--- src/shm_pkg.sv ---
// Shared constants and types for the sensor host mailbox and status registers.
// Assumes a register front end and a sequencer on the same clk_sys.
package shm_pkg;

	// Register offsets
	localparam logic [7:0] SHM_ADDR_PARAMETER_WRITE_MAILBOX = 8'h17;
	localparam logic [7:0] SHM_ADDR_CMD      = 8'h18;
	localparam logic [7:0] SHM_ADDR_RESP     = 8'h20;
	localparam logic [7:0] SHM_ADDR_FLAGS    = 8'h21;
	localparam logic [7:0] SHM_ADDR_VIS_LO   = 8'h22;
	localparam logic [7:0] SHM_ADDR_VIS_HI   = 8'h23;
	localparam logic [7:0] SHM_ADDR_IR_LO    = 8'h24;
	localparam logic [7:0] SHM_ADDR_IR_HI    = 8'h25;
	localparam logic [7:0] SHM_ADDR_PS1_LO   = 8'h26;
	localparam logic [7:0] SHM_ADDR_PS1_HI   = 8'h27;

	// Reset values
	localparam logic [7:0]  SHM_RST_BYTE   = 8'h00;
	localparam logic [15:0] SHM_RST_RESULT = 16'h0000;
	localparam logic [5:0]  SHM_RST_FLAGS  = 6'h00;

	// Command codes for recovery (plain defaults)
	localparam logic [7:0] SHM_CMD_NOP   = 8'h00;
	localparam logic [7:0] SHM_CMD_RESET = 8'h01;

	// Response codes
	localparam logic [7:0] SHM_ERR_MSB     = 8'h80;
	localparam logic [7:0] SHM_ERR_INVALID = 8'h80;
	localparam logic [7:0] SHM_ERR_PS1     = 8'h88;
	localparam logic [7:0] SHM_ERR_PS2     = 8'h89;
	localparam logic [7:0] SHM_ERR_PS3     = 8'h8A;
	localparam logic [7:0] SHM_ERR_VIS     = 8'h8C;
	localparam logic [7:0] SHM_ERR_IR_A    = 8'h8D;
	localparam logic [7:0] SHM_ERR_IR_B    = 8'h8E;
	localparam logic [3:0] SHM_CNT_ONE     = 4'h1;
	localparam int         SHM_ERR_BIT     = 7;

	// Flag field positions
	localparam int SHM_FLAG_CMD  = 5;
	localparam int SHM_FLAG_PS3  = 4;
	localparam int SHM_FLAG_PS2  = 3;
	localparam int SHM_FLAG_PS1  = 2;
	localparam int SHM_FLAG_ALSH = 1;
	localparam int SHM_FLAG_ALSL = 0;
	localparam int SHM_NFLAGS    = 6;

	// Alert method that keeps a proximity flag in auto-clear mode
	localparam logic [1:0] SHM_IM_KEEP = 2'b11;

	// Measurement channel
	typedef enum logic [2:0] {
		SHM_CH_PS1,
		SHM_CH_PS2,
		SHM_CH_PS3,
		SHM_CH_VIS,
		SHM_CH_IR_A,
		SHM_CH_IR_B
	} shm_chan_t;

	// Host register access
	typedef struct packed {
		logic       wr;
		logic       rd;
		logic [7:0] addr;
		logic [7:0] wdata;
	} shm_bus_t;

	// Command handed to the sequencer
	typedef struct packed {
		logic [7:0] code;
		logic [7:0] param;
	} shm_cmd_t;

	// Measurement report from the sequencer
	typedef struct packed {
		logic      valid;
		logic      overflow;
		shm_chan_t chan;
		logic [15:0] value;
	} shm_meas_t;

endpackage

--- src/shm_regs.sv ---
// Host-visible mailbox, response, event flag and result registers.
// Assumes the serial front end and the sequencer run on clk_sys.
//
// Behaviour
// - A host write to the command mailbox is the one bus access that wakes the chip.
// - The command mailbox passes each accepted host command on to the sequencer.
// - An error met while processing a command loads an error code into the response.
// - Every error code in the response has its top bit set.
// - A held error stays until rst, a reset or no-operation command, or a host write to the response register.
// - While an error is held only reset and no-operation commands are accepted.
// - A held error does not stop autonomous measurements or their result updates.
// - Without error the response is 0x00 to 0x0F, its low nibble a wrapping counter.
// - An unrecognised command reports the invalid-command code.
// - Converter overflow on proximity one, two or three loads its own code.
// - Overflow on visible ambient and on infrared ambient loads their own codes.
// - Flags sit at bits 5 to 0 and the interrupt asserts on any enabled set flag.
// - In interrupt mode 0 a flag clears only when the host writes a one to it.
// - In interrupt mode 1 the sequencer clears flags except proximity with method 11.
// - A parameter-write mailbox carries a value to go with each command.
`timescale 1ns/1ps

module shm_regs
	import shm_pkg::*;
(
	input  wire logic                  clk_sys,
	input  wire logic                  rst,
	input  wire shm_bus_t              bus_in,
	output logic      [7:0]            rd_data_q,
	output logic                       rd_valid_q,
	output logic                       wake_q,
	output logic                       cmd_valid_q,
	output shm_cmd_t                   cmd_q,
	input  wire logic                  seq_done,
	input  wire logic                  seq_invalid,
	input  wire shm_meas_t             meas_in,
	input  wire logic [SHM_NFLAGS-1:0] flag_set,
	input  wire logic [SHM_NFLAGS-1:0] flag_enable,
	input  wire logic                  int_mode,
	input  wire logic                  seq_auto_clear,
	input  wire logic [1:0]            ps1_alert_method,
	input  wire logic [1:0]            ps2_alert_method,
	input  wire logic [1:0]            ps3_alert_method,
	output logic                       irq_q
);

	// Overflow code for each channel
	function automatic logic [7:0] shm_ovf_code(input shm_chan_t ch);
		case (ch)
			SHM_CH_PS1:  shm_ovf_code = SHM_ERR_PS1;
			SHM_CH_PS2:  shm_ovf_code = SHM_ERR_PS2;
			SHM_CH_PS3:  shm_ovf_code = SHM_ERR_PS3;
			SHM_CH_VIS:  shm_ovf_code = SHM_ERR_VIS;
			SHM_CH_IR_A: shm_ovf_code = SHM_ERR_IR_A;
			SHM_CH_IR_B: shm_ovf_code = SHM_ERR_IR_B;
			default:     shm_ovf_code = SHM_ERR_INVALID;
		endcase
	endfunction

	// Address match with write strobe
	function automatic logic shm_hit(input shm_bus_t b, input logic [7:0] a);
		shm_hit = b.wr && (b.addr == a);
	endfunction

	logic [7:0]            param_q;
	logic [7:0]            resp_q;
	logic [SHM_NFLAGS-1:0] flags_q;
	logic [SHM_NFLAGS-1:0] flags_d;
	logic [SHM_NFLAGS-1:0] auto_mask;
	logic [15:0]           vis_q;
	logic [15:0]           ir_q;
	logic [15:0]           ps1_q;
	logic                  err_held;
	logic                  cmd_wr;
	logic                  cmd_recover;
	logic                  cmd_accept;
	logic [7:0]            rd_mux;

	// Command strobe decode
	assign err_held    = resp_q[SHM_ERR_BIT];
	assign cmd_wr      = shm_hit(bus_in, SHM_ADDR_CMD);
	assign cmd_recover = (bus_in.wdata == SHM_CMD_NOP) || (bus_in.wdata == SHM_CMD_RESET);
	assign cmd_accept  = cmd_wr && (!err_held || cmd_recover);

	// Parameter mailbox
	always_ff @(posedge clk_sys or posedge rst) begin
		if (rst) begin
			param_q <= SHM_RST_BYTE;
		end else if (shm_hit(bus_in, SHM_ADDR_PARAMETER_WRITE_MAILBOX)) begin
			param_q <= bus_in.wdata;
		end
	end

	// Wake pulse on any command write, even one later ignored
	always_ff @(posedge clk_sys or posedge rst) begin
		if (rst) begin
			wake_q <= 1'b0;
		end else begin
			wake_q <= cmd_wr;
		end
	end

	// Hand accepted commands to the sequencer
	always_ff @(posedge clk_sys or posedge rst) begin
		if (rst) begin
			cmd_valid_q <= 1'b0;
			cmd_q       <= '0;
		end else begin
			cmd_valid_q <= cmd_accept;
			if (cmd_accept) begin
				cmd_q.code  <= bus_in.wdata;
				cmd_q.param <= param_q;
			end
		end
	end

	// Response register: errors, recovery and completion counter
	always_ff @(posedge clk_sys or posedge rst) begin
		if (rst) begin
			resp_q <= SHM_RST_BYTE;
		end else if (meas_in.valid && meas_in.overflow && !err_held) begin
			resp_q <= shm_ovf_code(meas_in.chan);
		end else if (seq_done && seq_invalid && !err_held) begin
			resp_q <= SHM_ERR_INVALID;
		end else if (cmd_accept && cmd_recover) begin
			resp_q <= SHM_RST_BYTE;
		end else if (seq_done && !seq_invalid && !err_held) begin
			resp_q <= {4'h0, resp_q[3:0] + SHM_CNT_ONE};
		end else if (shm_hit(bus_in, SHM_ADDR_RESP)) begin
			resp_q <= bus_in.wdata;
		end
	end

	// Flags that the sequencer may clear in mode 1
	always_comb begin
		auto_mask                = '1;
		auto_mask[SHM_FLAG_PS1]  = (ps1_alert_method != SHM_IM_KEEP);
		auto_mask[SHM_FLAG_PS2]  = (ps2_alert_method != SHM_IM_KEEP);
		auto_mask[SHM_FLAG_PS3]  = (ps3_alert_method != SHM_IM_KEEP);
	end

	// Flag next state; a new event wins over any clear
	always_comb begin
		flags_d = flags_q;
		if (shm_hit(bus_in, SHM_ADDR_FLAGS)) begin
			flags_d = flags_d & ~bus_in.wdata[SHM_NFLAGS-1:0];
		end
		if (int_mode && seq_auto_clear) begin
			flags_d = flags_d & ~auto_mask;
		end
		flags_d = flags_d | flag_set;
	end

	// Flag register
	always_ff @(posedge clk_sys or posedge rst) begin
		if (rst) begin
			flags_q <= SHM_RST_FLAGS;
		end else begin
			flags_q <= flags_d;
		end
	end

	// Interrupt level from enabled flags
	always_ff @(posedge clk_sys or posedge rst) begin
		if (rst) begin
			irq_q <= 1'b0;
		end else begin
			irq_q <= |(flags_d & flag_enable);
		end
	end

	// Result registers; updates go on regardless of a held error
	always_ff @(posedge clk_sys or posedge rst) begin
		if (rst) begin
			vis_q <= SHM_RST_RESULT;
			ir_q  <= SHM_RST_RESULT;
			ps1_q <= SHM_RST_RESULT;
		end else begin
			if (shm_hit(bus_in, SHM_ADDR_VIS_LO)) vis_q[7:0]  <= bus_in.wdata;
			if (shm_hit(bus_in, SHM_ADDR_VIS_HI)) vis_q[15:8] <= bus_in.wdata;
			if (shm_hit(bus_in, SHM_ADDR_IR_LO))  ir_q[7:0]   <= bus_in.wdata;
			if (shm_hit(bus_in, SHM_ADDR_IR_HI))  ir_q[15:8]  <= bus_in.wdata;
			if (shm_hit(bus_in, SHM_ADDR_PS1_LO)) ps1_q[7:0]  <= bus_in.wdata;
			if (shm_hit(bus_in, SHM_ADDR_PS1_HI)) ps1_q[15:8] <= bus_in.wdata;
			if (meas_in.valid && !meas_in.overflow) begin
				case (meas_in.chan)
					SHM_CH_VIS: begin
						vis_q <= meas_in.value;
					end
					SHM_CH_IR_A, SHM_CH_IR_B: begin
						ir_q <= meas_in.value;
					end
					SHM_CH_PS1: begin
						ps1_q <= meas_in.value;
					end
					default: begin
					end
				endcase
			end
		end
	end

	// Read data selection, unmapped reads as zero
	always_comb begin
		case (bus_in.addr)
			SHM_ADDR_PARAMETER_WRITE_MAILBOX: rd_mux = param_q;
			SHM_ADDR_CMD:      rd_mux = cmd_q.code;
			SHM_ADDR_RESP:     rd_mux = resp_q;
			SHM_ADDR_FLAGS:    rd_mux = {2'b00, flags_q};
			SHM_ADDR_VIS_LO:   rd_mux = vis_q[7:0];
			SHM_ADDR_VIS_HI:   rd_mux = vis_q[15:8];
			SHM_ADDR_IR_LO:    rd_mux = ir_q[7:0];
			SHM_ADDR_IR_HI:    rd_mux = ir_q[15:8];
			SHM_ADDR_PS1_LO:   rd_mux = ps1_q[7:0];
			SHM_ADDR_PS1_HI:   rd_mux = ps1_q[15:8];
			default:           rd_mux = SHM_RST_BYTE;
		endcase
	end

	// Registered read answer
	always_ff @(posedge clk_sys or posedge rst) begin
		if (rst) begin
			rd_data_q  <= SHM_RST_BYTE;
			rd_valid_q <= 1'b0;
		end else begin
			rd_valid_q <= bus_in.rd;
			if (bus_in.rd) begin
				rd_data_q <= rd_mux;
			end
		end
	end

endmodule

--- config.mk ---
export PLATFORM = sky130hd
export DESIGN_NAME = shm_regs
export DESIGN_NICKNAME = d
export VERILOG_FILES = /design/src/shm_pkg.sv /design/src/shm_regs.sv
export SDC_FILE = /design/constraint.sdc
export NUM_CORES = 1
export LEC_CHECK = 0
export BUFFER_PORTS_ARGS = -buffer_cell sky130_fd_sc_hd__buf_2
export CAP_MARGIN = 0
export CORE_MARGIN = 5
export CORE_UTILIZATION = 45
export DETAILED_ROUTE_END_ITERATION = 16
export GPL_TIMING_DRIVEN = 0
export PLACE_DENSITY = 0.76
export SYNTH_ARGS = -nofsm -noshare
export SYNTH_HDL_FRONTEND = slang
export SYNTH_SLANG_ARGS = --single-unit
--- constraint.sdc ---
create_clock -name clk_sys -period 3.82 [get_ports clk_sys]
set_clock_uncertainty 0.2 [all_clocks]
set_input_delay 0.382 -clock clk_sys [delete_from_list [all_inputs] [get_ports clk_sys]]
set_output_delay 0.382 -clock clk_sys [all_outputs]
set_load 0.005 [all_outputs]
==> impl_metrics.json, run 1 <==
{
  "hp-class": "in2reg",
  "ys_ff_latch": 98,
  "yosysSeqAreaShare": 0.465,
  "clock_path_buffers": 2,
  "leakagePower_uw": 0.00291,
  "syn_to_final_growth_pct": 18.3,
  "rsz0062_at_grt": "no",
  "setup.worst_path.end": "cmd_q[1]",
  "rr_startpoint": "vis_q[2]",
  "slew_headroom": 0.396,
  "outcome": "completed",
  "synth.net_count": 567,
  "clock_sinks": 98,
  "grt_pass1_wl_um": 24800,
  "rows": 39,
  "finalNetCount": 665,
  "cp_max_fo": 10,
  "boundaryPins": 91,
  "clock.fmax_mhz": 456,
  "grt_usage": 0.218,
  "design_area_mm2": 0.00624,
  "grt_pass1_vias": 4674,
  "final_layout_size_suffix_gt1_frac": 0.276,
  "r2r_slack_ps": 1830,
  "postPlaceCellArea_mm2": 0.00590,
  "num_vias": 4470,
  "place_congestion": 0.902,
  "worstMarginPinSlew_ps": 898,
  "synth_edf_count": 0,
  "clk_latency_ps": 340,
  "r2r-end": "rd_data_q[2]",
  "cts_tree": "done",
  "wl_per_cell_um": 20.3,
  "overflow": 0,
  "hold_viol": 0,
  "async_reset_ff_frac": 1.00,
  "grt_max_degree": 60,
  "power_density_mw_per_mm2": 440,
  "period_share": 0.574,
  "critPathLaunchType": "primary input",
  "setup_violations": 0,
  "die_y_um": 118,
  "routed_via_density": 5.96,
  "cts-buffers-inserted": 9,
  "portBuffers": 84,
  "root_buffer": "clkbuf_16",
  "ant_nets": 0,
  "drc": 0,
  "cp-startpoint": "bus_in[10]",
  "syn_area_mm2": 0.00528,
  "maxSlewViolCount": 0,
  "dr.pass1.iters": 7,
  "avgSynthCellArea_um2": 10.5,
  "die_area_mm2": 0.0140,
  "synthFlopType": "dfrtp_1",
  "ir_drop_v": 0.000238,
  "wl_um": 15200,
  "antenna_found_initial": 1,
  "hpwl_um": 11200,
  "h-tree-depth": 3,
  "initial_core_util": 0.460,
  "path_class": "in2reg",
  "die_w_um": 118,
  "required_ps": 3850,
  "reg2reg_depth": 5,
  "critPathCaptureType": "flop",
  "hold_ws_ps": 47.1,
  "core_mm2": 0.0115,
  "finalCriticalPeriod_ps": 2190,
  "maxCapViolCount": 0,
  "yosysWarnings": 0,
  "power_uw": 2740,
  "synth_cells": 503,
  "arrival_ps": 2220,
  "drtIter0Drc": 459,
  "post-route-util": 0.544,
  "clk_pin_slew_ps": 70,
  "ys_types": 57
}
cell type report:
cell class / instances / area [um2]
Multi-Input combinational cell: 366 / 2650
Fill cell: 1012 / 5230
Tap cell: 143 / 179
Clock buffer: 9 / 225
Antenna cell: 1 / 2.50
Timing Repair Buffer: 87 / 468
Clock inverter: 7 / 86.3
Buffer: 35 / 161
Sequential cell: 98 / 2450
Inverter: 4 / 17.5
layout by cell type (no fill, tap or decap), types with 3 or more instances in the layout:
master and instances:
nand4_1 6, mux2_4 9, a22oi_1 10, nand2b_1 3, clkbuf_16 9, mux4_2 6, nor3_1 3, a31oi_1 3
o21ai_0 51, mux2i_1 57, o21ai_1 11, o211ai_1 5, clkbuf_1 25, nand3_2 3, nor4_1 3, mux2_2 19
nor2_1 20, nand3b_1 9, a2bb2oi_1 4, a31o_2 6, a21oi_1 10, nand2_1 78, a221oi_1 5, buf_2 92
nand3_1 8, dfrtp_1 98
registers in the layout (all words and copies together), names as in the netlist:
| name | count |
|---|---|
| cmd_q | 16 |
| ir_q | 16 |
| ps1_q | 16 |
| vis_q | 16 |
| param_q | 8 |
| rd_data_q | 8 |
| resp_q | 8 |
| flags_q | 6 |
| cmd_valid_q | 1 |
| irq_q | 1 |
| rd_valid_q | 1 |
| wake_q | 1 |
power by group:
part	internal (uW)	switching [uW]	leakage (uW)	total, uW
combinational	230	272	0.00150	502
clock	522	428	0.000150	950
sequential	1180	107	0.00126	1290
total	1940	806	0.00291	2740
worst max-delay path, stage by stage:
cell	delay, ps
buf_2	190
nor4b_4	610
nand3_4	180
a21oi_4	360
buf_12	200
mux2_4	300
routing by layer:
layer,vias up,global-route usage,part of all wire
li1,2026,-,-
met1,2177,0.285,0.41
met2,231,0.356,0.48
met3,36,0.0497,0.078
met4,0,0.0789,0.024
met5,-,0,0
Yosys cell counts, drive strengths merged, types with 5 or more instances:
cell / count / area share
a21oi: 11 / 0.013
a221oi: 5 / 0.0083
a22oi: 10 / 0.014
a31o: 6 / 0.010
buf: 10 / 0.013
clkbuf: 25 / 0.018
dfrtp: 98 / 0.46
mux2: 28 / 0.066
mux2i: 57 / 0.11
mux4: 6 / 0.026
nand2: 80 / 0.058
nand3: 12 / 0.017
nand3b: 9 / 0.013
nand4: 6 / 0.0071
nor2: 21 / 0.016
o211ai: 5 / 0.0071
o21ai: 62 / 0.059
cell families after synthesis:
family                   count (synthesis)  synth area share
multiplexers                            91             0.200
adder cells (fa/ha/maj)                  1           0.00237
flip-flops                              98             0.465
buffers and inverters                   39            0.0334
AND/OR/NAND/NOR                        155             0.157
XOR/XNOR                                 3           0.00498
AO/OA/AOI/OAI                          116             0.138
worst min-delay path by stage:
stage	end	depth (start not counted)	start	slack [ps]
detailed placement	cmd_q[0]	2	rst	260
global placement	rd_data_q[3]	2	rd_data_q[3]	290
floorplan	rd_valid_q	0	bus_in[16]	210
finish	flags_q[1]	2	flag_set[1]	50
CTS	rd_valid_q	1	bus_in[16]	0.9
global route	flags_q[4]	2	flag_set[4]	50
per-stage QoR:
step | worst slack [ps] | setup TNS [ps] | std cells
after floorplan | 676 | 0 | 503
after global placement | -364 | -35120 | 730
after detailed placement | 1270 | 0 | 731
after CTS | 1620 | 0 | 748
after global routing | 1530 | 0 | 750
final | 1630 | 0 | 750
timing repair:
| action | 4_1_cts | 5_1_grt |
|---|---|---|
| setup buffers | 0 | 0 |
| hold buffers | 1 | 1 |
| hold endpoints to repair | 39 | 1 |
| gates resized for setup | 0 | 0 |
Power figures use the tool's default switching activity.
==> run 2: changes to the inputs <==
Clock period 3.82 ns to 2.25 ns, I/O delays scaled along.
==> impl_metrics.json, run 2 (same netlist as run 1, synthesis figures left out) <==
{
  "power.internal_uw": 3190,
  "die_w_um": 118,
  "path_cells": "buf_2 > clkbuf_1 > nand4_1 > a31o_2 > a22oi_1 > dlygate4sd3_1 > nand3_1",
  "finalNetCount": 695,
  "outcome": "completed",
  "wl_um": 15300,
  "diodes": 0,
  "overflow": 0,
  "layout_commonest_cell": "dfrtp_1",
  "pre_cts_slack_ps": -159,
  "arrival_ps": 2170,
  "power_density_mw_per_mm2": 692,
  "worstMarginPinSlew_ps": 831,
  "grt_pass1_wl_um": 25000,
  "grt_pass1_vias": 4584,
  "rows": 39,
  "cpPeakStageDelay_ps": 580,
  "die_area_mm2": 0.0140,
  "setup_slack_ps": 109,
  "grt_max_degree": 41,
  "finalCriticalPeriod_ps": 2140,
  "power_uw": 4500,
  "grt_usage": 0.221,
  "cp_max_fo": 10,
  "antenna_found_initial": 0,
  "p_clk_frac": 0.314,
  "drtIter0Drc": 496,
  "clock_sinks": 98,
  "leakagePower_uw": 0.00303,
  "initial_core_util": 0.460,
  "boundaryPins": 91,
  "crit_buf_inv": 3,
  "hold_viol": 0,
  "place_congestion": 0.877,
  "cts_tree": "done",
  "clock.fmax_mhz": 467,
  "root_buffer": "clkbuf_16",
  "ir_drop_v": 0.000376,
  "sw_frac_of_total": 0.291,
  "die_y_um": 118,
  "required_ps": 2280,
  "final_cell_mix": "dfrtp_1, buf_2, nand2_1",
  "p_comb_frac": 0.198,
  "critPathCaptureType": "flop",
  "syn_to_final_growth_pct": 23.3,
  "hp-class": "in2reg",
  "routed_via_density": 5.92,
  "portBuffers": 84,
  "rsz0062_at_grt": "no",
  "ant_nets": 0,
  "clk_pin_slew_ps": 60,
  "maxCapViolCount": 0,
  "p_sw_uw": 1310,
  "clock_path_buffers": 2,
  "h-tree-depth": 3,
  "cts-buffers-inserted": 9,
  "drc": 0,
  "critPathLaunchType": "primary input",
  "path_delay_family": "buffers and inverters",
  "seq_power_share": 0.487,
  "maxSlewViolCount": 0,
  "wl_per_cell_um": 19.7,
  "dr.pass1.iters": 5,
  "slew_headroom": 0.441,
  "period_share": 0.952,
  "crit_slowest_cell": "dlygate4sd3_1",
  "hpwl_um": 11100,
  "core_mm2": 0.0115,
  "path_class": "in2reg",
  "num_vias": 4610,
  "clk_latency_ps": 350,
  "setup_violations": 0,
  "final_layout_size_suffix_gt1_frac": 0.263
}
## run 2: routing by layer
layer	track usage	up-vias	wire, um
li1	-	2082	-
met1	0.306	2257	6470
met2	0.348	230	7210
met3	0.0377	41	1150
met4	0.0903	0	476
met5	0	-	0
## run 2: power groups by stage
stage / Clock [uW] / Combinational, uW / Sequential, uW
after floorplan: 0 / 591 / 2150
after global placement: 0 / 797 / 2200
after detailed placement: 0 / 834 / 2220
after CTS: 1430 / 884 / 2190
after global routing: 1500 / 993 / 2220
final: 1410 / 892 / 2190
## run 2: layout make-up
| class | instances | area [um2] |
|---|---|---|
| Fill cell | 1001 | 4960 |
| Multi-Input combinational cell | 366 | 2650 |
| Sequential cell | 98 | 2450 |
| Timing Repair Buffer | 118 | 778 |
| Clock buffer | 12 | 236 |
| Tap cell | 143 | 179 |
| Buffer | 34 | 159 |
| Clock inverter | 4 | 27.5 |
| Inverter | 4 | 18.8 |
## run 2: worst reg2reg max path, stage by stage (launching register included)
cell and delay (ps):
dfrtp_1 360, clkbuf_1 200, nor3b_1 570, nor2_1 110, a31oi_1 200, o211ai_1 120, a2bb2oi_1 150
## run 2: path summary, 6_finish.rpt
| path | from | endpoint | slack, ps | depth (start not counted) |
|---|---|---|---|---|
| worst max register to register | resp_q[7] | resp_q[0] | 270 | 6 |
| worst max-delay path | bus_in[2] | irq_q | 110 | 7 |
| max in group asynchronous | rst | flags_q[3] | 980 | 4 |
| worst min register to register | rd_data_q[3] | rd_data_q[3] | 300 | 2 |
| min in group asynchronous | rst | cmd_q[7] | 290 | 3 |
| worst min-delay path | ps3_alert_method[1] | flags_q[4] | 40 | 4 |
## run 2: per-stage QoR
step | utilization | setup TNS (ps) | hold WS (ps) | area [um2] | instances
2_1_floorplan | - | 0 | 56.4 | 5280 | 503
3_3_place_gp | 0.513 | -1070 | 191 | 5880 | 730
3_5_place_dp | 0.516 | -1560 | 127 | 5920 | 732
4_1_cts | 0.566 | 0 | 31.6 | 6490 | 779
5_1_grt | 0.567 | 0 | 55.9 | 6500 | 779
6_report | 0.567 | 0 | 37.4 | 6500 | 779
## run 2: what timing repair did
item | CTS | global route
endpoints found under the setup margin | 0 | 1
resized for setup | 0 | 3
setup buffers | 0 | 1
hold endpoints to repair | 80 | 0
hold buffers | 31 | 0
==> run 3: changes to the inputs <==
==> constraint.sdc (replaced) <==
create_clock -name clk_sys -period 2.25 [get_ports clk_sys]
set_clock_uncertainty 0.2 [all_clocks]
set_input_delay 0.3375 -clock clk_sys [delete_from_list [all_inputs] [get_ports clk_sys]]
set_output_delay 0.3375 -clock clk_sys [all_outputs]
set_load 0.005 [all_outputs]
==> impl_metrics.json, run 3 (same netlist as run 1, synthesis figures left out) <==
{
  "outcome": "completed",
  "root_buffer": "clkbuf_16",
  "grt_usage": 0.216,
  "grt_max_degree": 41,
  "worstMarginPinSlew_ps": 847,
  "die_y_um": 118,
  "ir_drop_v": 0.000377,
  "rr_startpoint": "ps1_q[2]",
  "path_class": "in2reg",
  "cp_max_fo": 10,
  "path_cells": "buf_2 > nor4b_2 > nand3_4 > a21oi_4 > buf_12 > mux2_4",
  "arrival_ps": 2100,
  "clock_sinks": 98,
  "cts_tree": "done",
  "grt_pass1_wl_um": 24400,
  "maxSlewViolCount": 0,
  "power_density_mw_per_mm2": 714,
  "place_congestion": 0.877,
  "h-tree-depth": 3,
  "slew_headroom": 0.430,
  "wl_per_cell_um": 19.8,
  "finalCriticalPeriod_ps": 2070,
  "layoutNonFillerInstCount": 754,
  "fillers": 1022,
  "setup_violations": 0,
  "cts-buffers-inserted": 9,
  "critPathCaptureType": "flop",
  "hpwl_um": 11100,
  "clk_pin_slew_ps": 60,
  "rows": 39,
  "hold_viol": 0,
  "dr.pass1.iters": 6,
  "cp-startpoint": "bus_in[15]",
  "die_w_um": 118,
  "grt_pass1_vias": 4508,
  "setup.worst_path.end": "cmd_q[1]",
  "core_mm2": 0.0115,
  "required_ps": 2270,
  "cp_num_cells": 6,
  "maxCapViolCount": 0,
  "crit_slowest_cell": "nor4b_2",
  "finalNetCount": 670,
  "num_vias": 4440,
  "wl_um": 14900,
  "syn_to_final_growth_pct": 18.3,
  "initial_core_util": 0.460,
  "post_cts_resized": 0,
  "clock_path_buffers": 2,
  "p_comb_frac": 0.191,
  "cpPeakStageDelay_ps": 590,
  "leakagePower_uw": 0.00291,
  "drc": 0,
  "hp-class": "in2reg",
  "diodes": 0,
  "drtIter0Drc": 424,
  "r2r-end": "rd_data_q[2]",
  "p_sw_uw": 1290,
  "sw_frac_of_total": 0.291,
  "final_layout_size_suffix_gt1_frac": 0.272,
  "hold_depth": 2,
  "clk_latency_ps": 350,
  "routed_via_density": 5.89,
  "die_area_mm2": 0.0140,
  "portBuffers": 84,
  "r2r_slack_ps": 280,
  "final_cell_mix": "dfrtp_1, buf_2, nand2_1",
  "ant_nets": 0,
  "antenna_found_initial": 0,
  "period_share": 0.921,
  "post-route-util": 0.544,
  "power.internal_uw": 3160,
  "power_uw": 4450,
  "path_delay_family": "simple AND/OR/NAND/NOR gates",
  "layout_commonest_cell": "dfrtp_1",
  "boundaryPins": 91,
  "critPathLaunchType": "primary input",
  "reg2reg_depth": 5,
  "rsz0062_at_grt": "no",
  "dp_cells": 732,
  "crit_buf_inv": 2,
  "clock.fmax_mhz": 482,
  "overflow": 0,
  "seq_power_share": 0.492,
  "p_clk_frac": 0.317
}
[run 3: what timing repair did]
action | CTS | global route
hold buffers | 5 | 0
endpoints found under the setup margin | 0 | 4
setup buffers | 0 | 1
hold endpoints to repair | 27 | 0
[run 3: worst min-delay path by stage]
stage               slack, ps         start            to
floorplan                 170    bus_in[16]    rd_valid_q
global placement          290  rd_data_q[5]  rd_data_q[5]
detailed placement        240           rst     cmd_q[15]
CTS                         3   flag_set[1]    flags_q[1]
global route                6   flag_set[1]    flags_q[1]
finish                      5   flag_set[1]    flags_q[1]
[run 3: metrics by stage]
step | TNS, ps | hold slack (ps) | cell area [um2] | setup WS (ps)
finish | 0 | 5.41 | 6240 | 177
global route | 0 | 5.58 | 6240 | 32.0
CTS | 0 | 2.67 | 6230 | 89.5
detailed placement | -4940 | 240 | 5920 | -271
global placement | -8730 | 286 | 5880 | -231
floorplan | 0 | 169 | 5280 | 107
[run 3: metal layers]
layer | global-route usage | part of all wire
met5 | 0 | 0
met4 | 0.0910 | 0.036
met3 | 0.0382 | 0.072
met2 | 0.339 | 0.46
met1 | 0.297 | 0.43
[run 3: final cells by class]
| class | instances | area [um2] | area share |
|---|---|---|---|
| inverters | 4 | 18.8 | 0.00301 |
| clock inverters | 4 | 27.5 | 0.00441 |
| clock buffers | 12 | 236 | 0.0379 |
| repair buffers | 92 | 518 | 0.0830 |
| multi-input cells | 366 | 2650 | 0.424 |
| plain buffers | 35 | 161 | 0.0259 |
| flip-flops and latches | 98 | 2450 | 0.393 |
| well taps | 143 | 179 | 0.0287 |
[run 3: power groups by stage]
stage	Sequential (uW)	Clock [uW]	Combinational, uW
2_1_floorplan	2150	0	591
3_3_place_gp	2200	0	797
3_5_place_dp	2220	0	834
4_1_cts	2190	1430	846
5_1_grt	2220	1500	950
6_report	2190	1410	851
